File: config.mk
export PLATFORM = sky130hd
export DESIGN_NAME = rhlf_ctrl
export DESIGN_NICKNAME = d
export VERILOG_FILES = /design/src/design/rhlf_pkg.sv /design/src/design/rhlf_ctrl.sv
export VERILOG_INCLUDE_DIRS = /design/src /design/src/design
export SDC_FILE = /design/constraint.sdc
export NUM_CORES = 1
export LEC_CHECK = 0
export ABC_AREA = 0
export ABC_CLOCK_PERIOD_IN_PS = 4300
export BUFFER_PORTS_ARGS = -buffer_cell sky130_fd_sc_hd__buf_2
export CAP_MARGIN = 0
export CORE_MARGIN = 2
export CORE_UTILIZATION = 57
export DETAILED_ROUTE_END_ITERATION = 6
export HOLD_SLACK_MARGIN = 0.12
export PLACE_DENSITY = 0.81
export SLEW_MARGIN = 40
export SYNTH_ARGS = -nofsm -noshare
export SYNTH_HDL_FRONTEND = slang
export SYNTH_SLANG_ARGS = --single-unit
File: constraint.sdc
create_clock -name sys_clk_i -period 4.3 [get_ports sys_clk_i]
set_clock_uncertainty 0.1 [all_clocks]
set_input_delay 0.215 -clock sys_clk_i [delete_from_list [all_inputs] [get_ports sys_clk_i]]
set_output_delay 0.215 -clock sys_clk_i [all_outputs]
set_load 0.02 [all_outputs]
File: src/design/rhlf_consts.svh
// Purpose: constants for the reference holdover and lock controller
// Assumes: included by its bare name
// Notes: offsets are the register port addresses
`ifndef RHLF_CONSTS_SVH
`define RHLF_CONSTS_SVH

// register offsets
`define RHLF_ADDR_LOCK_TIMER 12'h028
`define RHLF_ADDR_MAN_CTRL 12'h029
`define RHLF_ADDR_STATE 12'h082

// reset values
`define RHLF_RST_LOCK_TIMER 8'h00
`define RHLF_RST_MAN_CTRL 8'h00

// field positions in the control register
`define RHLF_CTRL_AUTO_BIT 0
`define RHLF_CTRL_FORCE_BIT 1
`define RHLF_CTRL_DAC_BIT 2
`define RHLF_CTRL_SEL_LSB 3

// writable bits of each register
`define RHLF_MASK_LOCK_TIMER 8'h1f
`define RHLF_MASK_MAN_CTRL 8'h1f

// phase error qualifying a cycle as low, in picoseconds
`define RHLF_PHASE_LIMIT_PS 16'd4000

// oscillator clock cycles per common-rate cycle
`define RHLF_RATE_DIV 4'd4

// state codes as seen in the status field
`define RHLF_CODE_INIT 3'h0
`define RHLF_CODE_PRELOAD 3'h1
`define RHLF_CODE_ACQUIRE 3'h2
`define RHLF_CODE_LOCKED 3'h3
`define RHLF_CODE_HO_ENTRY 3'h4
`define RHLF_CODE_HO_STEADY 3'h5
`define RHLF_CODE_HO_EXIT 3'h6

`endif

File: src/design/rhlf_pkg.sv
// Purpose: types for the reference holdover and lock controller
// Assumes: nothing
// Notes: control struct mirrors the control register bit layout
package rhlf_pkg;

  // loop controller states
  typedef enum logic [2:0] {
    ST_INIT,
    ST_PRELOAD,
    ST_ACQUIRE,
    ST_LOCKED,
    ST_HO_ENTRY,
    ST_HO_STEADY,
    ST_HO_EXIT
  } rhlf_state_t;

  // control register layout, msb first
  typedef struct packed {
    logic [2:0] rsvd;       // reads as zero
    logic [1:0] manual_sel; // manual reference choice
    logic dac_hold;         // holdover drives tuning voltage by dac
    logic force_hold;       // manual holdover request
    logic auto_mode;        // automatic switching enable
  } rhlf_ctrl_t;

  // register port request
  typedef struct packed {
    logic wr;          // write strobe
    logic rd;          // read strobe
    logic [11:0] addr; // register address
    logic [7:0] wdata; // write data
  } rhlf_req_t;

endpackage : rhlf_pkg

File: src/design/rhlf_ctrl.sv
// Purpose: input loop lock detector and reference/holdover state machine
// Assumes: all inputs synchronous to sys_clk_i, the oscillator clock
// Notes: the loop logic advances on a common-rate enable from a divider
//
// What this block does
// count low-error cycles, flag lock at limit
// large phase error clears counter, restarts
// counter stops after lock until error
// limit is two to exponent; under 4 ns
// software picks exponent near loop time constant
// manual or automatic mode via control bit
// manual: select field picks ref, force holds
// status always updated; auto-only evasive action
// auto uses missing flags, error, lock, config
// reset holds machine in startup state
// preload picks best enabled valid reference
// next cycle after preload starts acquisition
// lock indication moves acquisition to locked
// lock loss, missing, clash enter holdover
// holdover tristates pump, optional dac force
// exit needs stable ref; entry/steady/exit substates
// three-bit state readable over register port
// loop logic runs at divided common rate
// slow reference raises missing flag, disqualifies
// auto switching only in preload or holdover
// each state has its own fixed status code
`timescale 1ns/1ns
`include "rhlf_consts.svh"
`default_nettype none

module rhlf_ctrl (
  input wire logic sys_clk_i,
  input wire logic reset_n_i,
  input wire rhlf_pkg::rhlf_req_t reg_req_i,
  output logic [7:0] reg_rdata_o,
  input wire logic [15:0] phase_err_ps_i,
  input wire logic [3:0] ref_too_slow_i,
  input wire logic [3:0] ref_enable_i,
  input wire logic [7:0] ref_priority_i,
  input wire logic exit_need_low_err_i,
  output logic [3:0] signal_missing_o,
  output logic [1:0] active_ref_o,
  output logic lock_detect_o,
  output logic charge_pump_tristate_o,
  output logic dac_force_o,
  output logic [2:0] loop_state_code_o
);
  import rhlf_pkg::*;

  logic [3:0] div_cnt_r;          // common-rate divider
  logic rate_tick;                // one-cycle common-rate enable
  logic [7:0] lock_timer_r;       // lock count exponent register
  rhlf_ctrl_t ctrl_r;             // manual/holdover control register
  logic [31:0] lock_cnt_r;        // consecutive low-error count
  logic lock_r;                   // lock indication
  logic [31:0] lock_limit;        // two to the exponent
  logic low_err;                  // phase error below threshold
  logic lock_restart;             // fresh count on holdover exit
  logic [3:0] missing_r;          // signal missing flags
  logic [1:0] active_ref_r;       // selected reference
  rhlf_state_t state_r;           // current state
  rhlf_state_t state_nxt;         // next state
  logic [2:0] best;               // {found, index} from priority table
  logic best_ok;                  // a valid reference exists
  logic active_missing;           // active reference has gone
  logic clash;                    // better reference became valid
  logic pump_tri_r;               // pump tristate command
  logic dac_r;                    // dac force command
  logic [7:0] rdata_r;            // read data

  // status code for each state, fixed per state
  function automatic logic [2:0] state_code(input rhlf_state_t s);
    case (s)
      ST_INIT: state_code = `RHLF_CODE_INIT;
      ST_PRELOAD: state_code = `RHLF_CODE_PRELOAD;
      ST_ACQUIRE: state_code = `RHLF_CODE_ACQUIRE;
      ST_LOCKED: state_code = `RHLF_CODE_LOCKED;
      ST_HO_ENTRY: state_code = `RHLF_CODE_HO_ENTRY;
      ST_HO_STEADY: state_code = `RHLF_CODE_HO_STEADY;
      ST_HO_EXIT: state_code = `RHLF_CODE_HO_EXIT;
      default: state_code = `RHLF_CODE_INIT;
    endcase
  endfunction : state_code

  // true for every holdover substate
  function automatic logic is_hold(input rhlf_state_t s);
    is_hold = (s == ST_HO_ENTRY) || (s == ST_HO_STEADY) || (s == ST_HO_EXIT);
  endfunction : is_hold

  // first priority slot whose reference is enabled and present
  function automatic logic [2:0] pick_best(input logic [7:0] prio,
                                           input logic [3:0] en,
                                           input logic [3:0] miss);
    logic [1:0] idx;
    pick_best = {1'b0, prio[1:0]};
    for (int i = 3; i >= 0; i--) begin
      idx = prio[2*i +: 2];
      if (en[idx] && !miss[idx]) begin
        pick_best = {1'b1, idx};
      end
    end
  endfunction : pick_best

  // divide oscillator clock to common rate; loop logic uses tick
  always_ff @(posedge sys_clk_i) begin
    if (!reset_n_i) begin
      div_cnt_r <= 4'h0;
    end else if (div_cnt_r == `RHLF_RATE_DIV - 4'd1) begin
      div_cnt_r <= 4'h0; // wrap at end of common-rate period
    end else begin
      div_cnt_r <= div_cnt_r + 4'd1;
    end
  end
  assign rate_tick = (div_cnt_r == `RHLF_RATE_DIV - 4'd1);

  // register writes
  always_ff @(posedge sys_clk_i) begin
    if (!reset_n_i) begin
      lock_timer_r <= `RHLF_RST_LOCK_TIMER;
      ctrl_r <= `RHLF_RST_MAN_CTRL;
    end else if (reg_req_i.wr) begin
      if (reg_req_i.addr == `RHLF_ADDR_LOCK_TIMER) begin
        lock_timer_r <= reg_req_i.wdata & `RHLF_MASK_LOCK_TIMER;
      end
      if (reg_req_i.addr == `RHLF_ADDR_MAN_CTRL) begin
        ctrl_r <= reg_req_i.wdata & `RHLF_MASK_MAN_CTRL;
      end
    end
  end

  // register reads, one cycle after the strobe; unmapped reads zero
  always_ff @(posedge sys_clk_i) begin
    if (!reset_n_i) begin
      rdata_r <= 8'h00;
    end else if (reg_req_i.rd) begin
      case (reg_req_i.addr)
        `RHLF_ADDR_LOCK_TIMER: rdata_r <= lock_timer_r;
        `RHLF_ADDR_MAN_CTRL: rdata_r <= ctrl_r;
        `RHLF_ADDR_STATE: rdata_r <= {5'h00, state_code(state_r)};
        default: rdata_r <= 8'h00;
      endcase
    end
  end

  // lock detector qualifiers
  assign low_err = (phase_err_ps_i < `RHLF_PHASE_LIMIT_PS);
  assign lock_limit = 32'h1 << lock_timer_r[4:0];
  assign lock_restart = rate_tick && (state_r == ST_HO_EXIT) &&
                        (state_nxt == ST_ACQUIRE);

  // lock counter and indication
  always_ff @(posedge sys_clk_i) begin
    if (!reset_n_i) begin
      lock_cnt_r <= 32'h0;
      lock_r <= 1'b0;
    end else if (rate_tick) begin
      if (!low_err || lock_restart) begin
        lock_cnt_r <= 32'h0; // large error restarts the count
        lock_r <= 1'b0;
      end else if (!lock_r) begin
        // counting stops once locked, until an error
        if (lock_cnt_r + 32'h1 >= lock_limit) begin
          lock_r <= 1'b1; // limit reached
        end
        lock_cnt_r <= lock_cnt_r + 32'h1;
      end
    end
  end

  // signal missing flags follow the frequency comparator
  always_ff @(posedge sys_clk_i) begin
    if (!reset_n_i) begin
      missing_r <= 4'h0;
    end else if (rate_tick) begin
      missing_r <= ref_too_slow_i;
    end
  end

  // candidate selection and interruption causes
  assign best = pick_best(ref_priority_i, ref_enable_i, missing_r);
  assign best_ok = best[2];
  assign active_missing = missing_r[active_ref_r] ||
                          !ref_enable_i[active_ref_r];
  assign clash = best_ok && (best[1:0] != active_ref_r);

  // next state
  always_comb begin
    state_nxt = state_r;
    case (state_r)
      ST_INIT: state_nxt = ST_PRELOAD;                   // after release
      ST_PRELOAD: state_nxt = ST_ACQUIRE;
      ST_ACQUIRE: begin
        if (!ctrl_r.auto_mode && ctrl_r.force_hold) begin
          state_nxt = ST_HO_ENTRY;
        end else if (ctrl_r.auto_mode && active_missing) begin
          state_nxt = ST_HO_ENTRY;                       // give up ref
        end else if (lock_r) begin
          state_nxt = ST_LOCKED;
        end
      end
      ST_LOCKED: begin
        if (ctrl_r.auto_mode) begin
          if (!lock_r || active_missing || clash) begin
            state_nxt = ST_HO_ENTRY;
          end
        end else if (ctrl_r.force_hold) begin
          state_nxt = ST_HO_ENTRY;
        end
      end
      ST_HO_ENTRY: state_nxt = ST_HO_STEADY;
      ST_HO_STEADY: begin
        if (ctrl_r.auto_mode ? best_ok : !ctrl_r.force_hold) begin
          state_nxt = ST_HO_EXIT;                        // stable ref
        end
      end
      ST_HO_EXIT: begin
        if (ctrl_r.auto_mode) begin
          if (active_missing) begin
            state_nxt = ST_HO_STEADY;                    // ref failed again
          end else if (!exit_need_low_err_i || low_err) begin
            state_nxt = ST_ACQUIRE;                      // extra criterion
          end
        end else if (ctrl_r.force_hold) begin
          state_nxt = ST_HO_STEADY;
        end else begin
          state_nxt = ST_ACQUIRE;
        end
      end
      default: state_nxt = ST_INIT;
    endcase
  end

  // state register; reset holds startup state
  always_ff @(posedge sys_clk_i) begin
    if (!reset_n_i) begin
      state_r <= ST_INIT;
    end else if (rate_tick) begin
      state_r <= state_nxt;
    end
  end

  // active reference: manual follows field, auto only switches in
  // preload or holdover steady
  always_ff @(posedge sys_clk_i) begin
    if (!reset_n_i) begin
      active_ref_r <= 2'h0;
    end else if (rate_tick) begin
      if (!ctrl_r.auto_mode) begin
        active_ref_r <= ctrl_r.manual_sel;
      end else if ((state_r == ST_PRELOAD || state_r == ST_HO_STEADY) &&
                   best_ok) begin
        active_ref_r <= best[1:0];
      end
    end
  end

  // holdover actions, aligned with the state register
  always_ff @(posedge sys_clk_i) begin
    if (!reset_n_i) begin
      pump_tri_r <= 1'b0;
      dac_r <= 1'b0;
    end else if (rate_tick) begin
      pump_tri_r <= is_hold(state_nxt);
      dac_r <= is_hold(state_nxt) && ctrl_r.dac_hold;
    end
  end

  // outputs from flops
  assign reg_rdata_o = rdata_r;
  assign signal_missing_o = missing_r;
  assign active_ref_o = active_ref_r;
  assign lock_detect_o = lock_r;
  assign charge_pump_tristate_o = pump_tri_r;
  assign dac_force_o = dac_r;
  assign loop_state_code_o = state_code(state_r);

  // lock issued on the tick that completes the count
  a_lock_at_limit: assert property (@(posedge sys_clk_i)
    disable iff (!reset_n_i)
    (rate_tick && low_err && !lock_r && !lock_restart &&
     lock_cnt_r == lock_limit - 32'h1) |=> lock_r)
    else $error("lock not issued at limit");

  // large error clears count and lock
  a_error_clears: assert property (@(posedge sys_clk_i)
    disable iff (!reset_n_i)
    (rate_tick && !low_err) |=> (lock_cnt_r == 32'h0 && !lock_r))
    else $error("error did not clear lock counter");

  // counter frozen while locked and quiet
  a_count_frozen: assert property (@(posedge sys_clk_i)
    disable iff (!reset_n_i)
    (lock_r && low_err && !lock_restart) |=> $stable(lock_cnt_r))
    else $error("lock counter moved while locked");

  // reset forces startup state
  a_reset_init: assert property (@(posedge sys_clk_i)
    !reset_n_i |=> (state_r == ST_INIT))
    else $error("not in startup state after reset");

  // preload lasts one common-rate cycle
  a_preload_next: assert property (@(posedge sys_clk_i)
    disable iff (!reset_n_i)
    (state_r == ST_PRELOAD && rate_tick) |=> (state_r == ST_ACQUIRE))
    else $error("preload not followed by acquisition");

  // lock in acquisition reaches locked within a tick
  a_acquire_lock: assert property (@(posedge sys_clk_i)
    disable iff (!reset_n_i)
    (state_r == ST_ACQUIRE && rate_tick && lock_r &&
     (ctrl_r.auto_mode ? !active_missing : !ctrl_r.force_hold))
    |=> (state_r == ST_LOCKED))
    else $error("lock did not move to locked");

  // auto loss of lock leaves locked state
  a_locked_leave: assert property (@(posedge sys_clk_i)
    disable iff (!reset_n_i)
    (state_r == ST_LOCKED && rate_tick && ctrl_r.auto_mode && !lock_r)
    |=> (state_r == ST_HO_ENTRY))
    else $error("lock loss did not enter holdover");

  // pump and dac commands follow the state entered on each tick
  a_hold_pump: assert property (@(posedge sys_clk_i)
    disable iff (!reset_n_i)
    rate_tick |=> (pump_tri_r == is_hold(state_r) &&
                   dac_r == (is_hold(state_r) && $past(ctrl_r.dac_hold))))
    else $error("holdover without pump tristate");

  // manual mode tracks the select field
  a_manual_ref: assert property (@(posedge sys_clk_i)
    disable iff (!reset_n_i)
    (rate_tick && !ctrl_r.auto_mode) |=>
    (active_ref_r == $past(ctrl_r.manual_sel)))
    else $error("manual reference not applied");

  // auto switching only from preload or holdover steady
  a_switch_window: assert property (@(posedge sys_clk_i)
    disable iff (!reset_n_i)
    (ctrl_r.auto_mode && $past(ctrl_r.auto_mode) &&
     $changed(active_ref_r)) |->
    ($past(state_r) == ST_PRELOAD || $past(state_r) == ST_HO_STEADY))
    else $error("reference switched outside allowed states");

  // state read returns the code
  a_state_read: assert property (@(posedge sys_clk_i)
    disable iff (!reset_n_i)
    (reg_req_i.rd && reg_req_i.addr == `RHLF_ADDR_STATE) |=>
    (reg_rdata_o == {5'h00, state_code($past(state_r))}))
    else $error("state read mismatch");

endmodule : rhlf_ctrl

`default_nettype wire

==> report_table.html <==
<table>
<tr><th>Metric</th><th>Value</th></tr>
<tr><th colspan="2">Place</th></tr>
<tr><td>DP Worst Slack</td><td>0.293 ns</td></tr>
<tr><td>Number of port buffers</td><td>65</td></tr>
<tr><td>Number of instances in the placed design</td><td>711</td></tr>
<tr><td>Half-perimeter wire length of the detailed placement result</td><td>8320 um</td></tr>
<tr><td>Placer's final routability congestion estimate</td><td>0.868</td></tr>
<tr><th colspan="2">Timing</th></tr>
<tr><td>FMAX</td><td>0.247 GHz</td></tr>
<tr><td>Transition at the pin with the smallest max-transition slack</td><td>0.808 ns</td></tr>
<tr><td>Hold Vio Cnt, Final</td><td>0</td></tr>
<tr><td>Shortest clock period the worst path allows after layout</td><td>4.06 ns</td></tr>
<tr><td>Relative max-transition margin</td><td>46.1%</td></tr>
<tr><td>RSZ-0062 raised after global routing</td><td>false</td></tr>
<tr><td>Post-route clock period utilization</td><td>94.3%</td></tr>
<tr><td>Final number of setup-violating endpoints</td><td>0</td></tr>
<tr><td>Slack of the critical path</td><td>0.244 ns</td></tr>
<tr><td>Final sum of negative setup slack</td><td>0 ns</td></tr>
<tr><td>Max Transition Viols Final</td><td>0</td></tr>
<tr><th colspan="2">Floorplanning</th></tr>
<tr><td>Starting Density</td><td>59.4%</td></tr>
<tr><td>Die area</td><td>8830 um2</td></tr>
<tr><td>Width of the die</td><td>94.0 um</td></tr>
<tr><td>Overall die height</td><td>94.0 um</td></tr>
<tr><td>Placeable core region</td><td>7770 um2</td></tr>
<tr><td>Ports placed on the boundary</td><td>77</td></tr>
<tr><td>Site Rows</td><td>32</td></tr>
<tr><th colspan="2">Route</th></tr>
<tr><td>DRC marker count from the first detailed-route iteration</td><td>219</td></tr>
<tr><td>Number of remaining DRC errors</td><td>0</td></tr>
<tr><td>Vias post-DR</td><td>4357</td></tr>
<tr><td>Average via count per standard cell</td><td>5.91</td></tr>
<tr><td>Detailed route wirelength on metal3</td><td>564 um</td></tr>
<tr><td>Highest signal layer in the routed design</td><td>met4</td></tr>
<tr><td>Metal2 WL</td><td>5590 um</td></tr>
<tr><td>ANT nets after route</td><td>0</td></tr>
<tr><td>Wirelength per Cell</td><td>15.4 um</td></tr>
<tr><td>Pre-antenna DRT Iters</td><td>4</td></tr>
<tr><td>Routed length on met1</td><td>4950 um</td></tr>
<tr><td>Final wirelength</td><td>11300 um</td></tr>
<tr><th colspan="2">Power</th></tr>
<tr><td>Lkg Pwr</td><td>0.00226 uW</td></tr>
<tr><td>Worst IR Drop VDD</td><td>213 uV</td></tr>
<tr><td>Power density over the cells</td><td>242 nW/um2</td></tr>
<tr><th colspan="2">Critical path</th></tr>
<tr><td>Arrival @ worst endpoint</td><td>4.17 ns</td></tr>
<tr><td>Required @ worst endpoint</td><td>4.41 ns</td></tr>
<tr><td>Kind of end point of the critical path</td><td>register</td></tr>
<tr><td>Max FO, Critical Path</td><td>7</td></tr>
<tr><td>Critical Path Start Type</td><td>register</td></tr>
<tr><td>R2r setup slk</td><td>0.24 ns</td></tr>
<tr><td>Class of the most critical setup path</td><td>reg -&gt; reg</td></tr>
<tr><th colspan="2">Logic synthesis</th></tr>
<tr><td>Number of instances in the synthesized netlist</td><td>570</td></tr>
<tr><td>Leading post-synthesis cells by cell area</td><td>sky130_fd_sc_hd__dfxtp_1, sky130_fd_sc_hd__ha_1, sky130_fd_sc_hd__nand2_1, sky130_fd_sc_hd__xnor2_1, sky130_fd_sc_hd__mux2i_1</td></tr>
<tr><td>Yosys cell types</td><td>62</td></tr>
<tr><td>Mean post-synth cell area</td><td>8.10 um2</td></tr>
<tr><td>Count of flip-flops with a built-in enable after synthesis</td><td>0</td></tr>
<tr><td>Async S/R FF share, synth</td><td>0%</td></tr>
<tr><td>Area of the mapped netlist</td><td>4620 um2</td></tr>
<tr><td>Cell type with the largest total area after synthesis</td><td>sky130_fd_sc_hd__dfxtp_1</td></tr>
<tr><td>Number of storage elements in the synthesis netlist</td><td>63</td></tr>
<tr><td>Post-synth top area share</td><td>27.3%</td></tr>
<tr><td>Sequential-to-total area share from yosys stat</td><td>27.3%</td></tr>
<tr><td>Warning count from the yosys run</td><td>0</td></tr>
<tr><td>Main synth FF type</td><td>sky130_fd_sc_hd__dfxtp_1</td></tr>
<tr><th colspan="2">Layout</th></tr>
<tr><td>Utilization after layout</td><td>67.8%</td></tr>
<tr><td>Post-route insts no fill</td><td>737</td></tr>
<tr><td>Storage element area</td><td>1260 um2</td></tr>
<tr><td>Commonest non-fill, non-tap cell in the layout</td><td>sky130_fd_sc_hd__nand2_1</td></tr>
<tr><td>Multi-input combinational cell area</td><td>3180 um2</td></tr>
<tr><td>Share of cells above drive strength 1</td><td>15.9%</td></tr>
<tr><td>Area added between synthesis and finish</td><td>14.1%</td></tr>
<tr><td>Filler Cell Count</td><td>634</td></tr>
<tr><td>Most frequent cells in the layout</td><td>sky130_fd_sc_hd__nand2_1, sky130_fd_sc_hd__buf_2, sky130_fd_sc_hd__dfxtp_1</td></tr>
<tr><td>Total inserted antenna cells</td><td>0</td></tr>
<tr><td># nets final</td><td>721</td></tr>
<tr><th colspan="2">GRT</th></tr>
<tr><td>Global-route wire length before repair</td><td>18300 um</td></tr>
<tr><td>Total congestion overflow after global routing</td><td>0</td></tr>
<tr><td>Number of global-route vias before repair</td><td>4033</td></tr>
<tr><td>Antenna violations before repair</td><td>0</td></tr>
<tr><td>GRT Overall Usage</td><td>26.0%</td></tr>
<tr><td>Pin count of the biggest net entering global routing</td><td>32</td></tr>
<tr><th colspan="2">Clock tree</th></tr>
<tr><td>Library cell used as clock root buffer</td><td>sky130_fd_sc_hd__clkbuf_8</td></tr>
<tr><td>Number of sinks on the clock net</td><td>63</td></tr>
<tr><td>H-tree depth</td><td>3</td></tr>
<tr><td>Maximum count of clock buffers along a single path</td><td>2</td></tr>
<tr><td>CTS Buf Count</td><td>9</td></tr>
<tr><td>CTS tree</td><td>built</td></tr>
<tr><td>Number of buffers added for setup after CTS</td><td>0</td></tr>
<tr><td>Worst skew pair latency</td><td>0.35 ns</td></tr>
<tr><td>Clk slew on worst S/H paths</td><td>0.08 ns</td></tr>
<tr><th colspan="2">Job</th></tr>
<tr><td>Number of maximum-capacitance violations</td><td>0</td></tr>
<tr><th colspan="2">Min path</th></tr>
<tr><td>Kind of path behind the tightest hold check</td><td>in -&gt; reg</td></tr>
<tr><th colspan="2">Outcome</th></tr>
<tr><td>Status</td><td>complete, no violations</td></tr>
</table>
## where the power goes
group / leakage (uW) / internal, uW / switching (uW)
clock: 0.000100 / 274 / 257
combinational: 0.00165 / 66.8 / 77.6
sequential: 0.000508 / 590 / 9.23
total: 0.00226 / 931 / 344
## kinds of logic (layout without fill, tap and decap cells)
group / Yosys count / after routing / synth area share (%)
adders and majority gates: 34 / 34 / 9.22
muxes: 24 / 24 / 6.29
AOI/OAI and AO/OA: 135 / 135 / 19.3
xor gates and xnor gates: 32 / 32 / 6.07
and+or+nand+nor: 238 / 238 / 27.6
DFF: 63 / 63 / 27.3
other: 1 / 3 / 0.0812
buffers and inverters: 43 / 106 / 4.15
## layer usage
metal / track usage, % / up-vias
met4: 9.78 / 0
met3: 5.38 / 23
met5: 0 / -
met2: 43.6 / 120
li1: - / 2172
met1: 32.7 / 2042
## state kept, by name, indices dropped and copies added, names as in the netlist
name and count:
ctrl_r 5, active_ref_o 2, signal_missing_o 4, dac_force_o 1, lock_detect_o 1, charge_pump_tristate_o 1, div_cnt_r 4, state_r 3
lock_cnt_r 32, lock_timer_r 5, reg_rdata_o 5
## timing repair
action | in CTS | in global routing
endpoints found under the setup margin | 0 | 1
hold endpoints to repair | 15 | 0
hold buffers | 10 | 0
resized for setup | 0 | 1
## metrics by stage
stage / total power [uW] / instance area, um2 / hold WS (ns)
after floorplan: 699 / 4620 / 0.260
after global placement: 744 / 4960 / 0.328
after detailed placement: 747 / 4960 / 0.339
after CTS: 1280 / 5260 / 0.230
after global routing: 1320 / 5270 / 0.269
final: 1270 / 5270 / 0.239
## critical path, cell delays in order (launching register included)
cell	delay, ns
sky130_fd_sc_hd__dfxtp_1	0.46
sky130_fd_sc_hd__nand3_2	0.12
sky130_fd_sc_hd__or3_1	0.38
sky130_fd_sc_hd__or2_1	0.35
sky130_fd_sc_hd__or3_4	0.45
sky130_fd_sc_hd__nor2b_4	0.22
sky130_fd_sc_hd__nand4_4	0.14
sky130_fd_sc_hd__xnor2_1	0.17
sky130_fd_sc_hd__ha_1	0.32
sky130_fd_sc_hd__nor2b_1	0.14
sky130_fd_sc_hd__o21ai_0	0.16
sky130_fd_sc_hd__nand2b_1	0.08
sky130_fd_sc_hd__a21oi_1	0.16
sky130_fd_sc_hd__nor2_1	0.06
sky130_fd_sc_hd__a2111oi_0	0.46
sky130_fd_sc_hd__a221oi_1	0.14
## synth_stat cells (all sizes together) (3+ instances only)
cell type,number
nand2,80
dfxtp,63
ha,34
o21ai,33
a21oi,29
nor2,29
xnor2,23
clkbuf,22
nor2b,21
mux2i,20
nand3,18
nand4,17
a21o,16
a22o,15
inv,13
nand2b,11
and2,10
o31ai,9
xor2,9
a21boi,8
and3,8
buf,8
nor3,8
nor3b,7
or3,5
a31oi,4
and3b,4
mux4,4
nor4,4
and4,3
or2,3
## worst paths after layout
| kind | cells past startpoint | end | startpoint |
|---|---|---|---|
| max | 15 | lock_detect_o$_SDFFE_PN0P_ | lock_cnt_r[7]$_SDFFE_PN0P_ |
| min | 5 | dac_force_o$_SDFFE_PN0P_ | exit_need_low_err_i |
| min reg2reg | 1 | div_cnt_r[0]$_SDFF_PP0_ | div_cnt_r[0]$_SDFF_PP0_ |
| max reg2reg | 15 | lock_detect_o$_SDFFE_PN0P_ | lock_cnt_r[7]$_SDFFE_PN0P_ |
## layout make-up
| class | instances | area share, % |
|---|---|---|
| Sequential cell | 63 | 23.9 |
| Timing Repair Buffer | 77 | 8.36 |
| Inverter | 13 | 0.926 |
| Tap cell | 102 | 2.42 |
| Clock inverter | 7 | 1.54 |
| Multi-Input combinational cell | 466 | 60.5 |
| Clock buffer | 9 | 2.35 |
No activity file was read; power rests on OpenSTA's default activity.
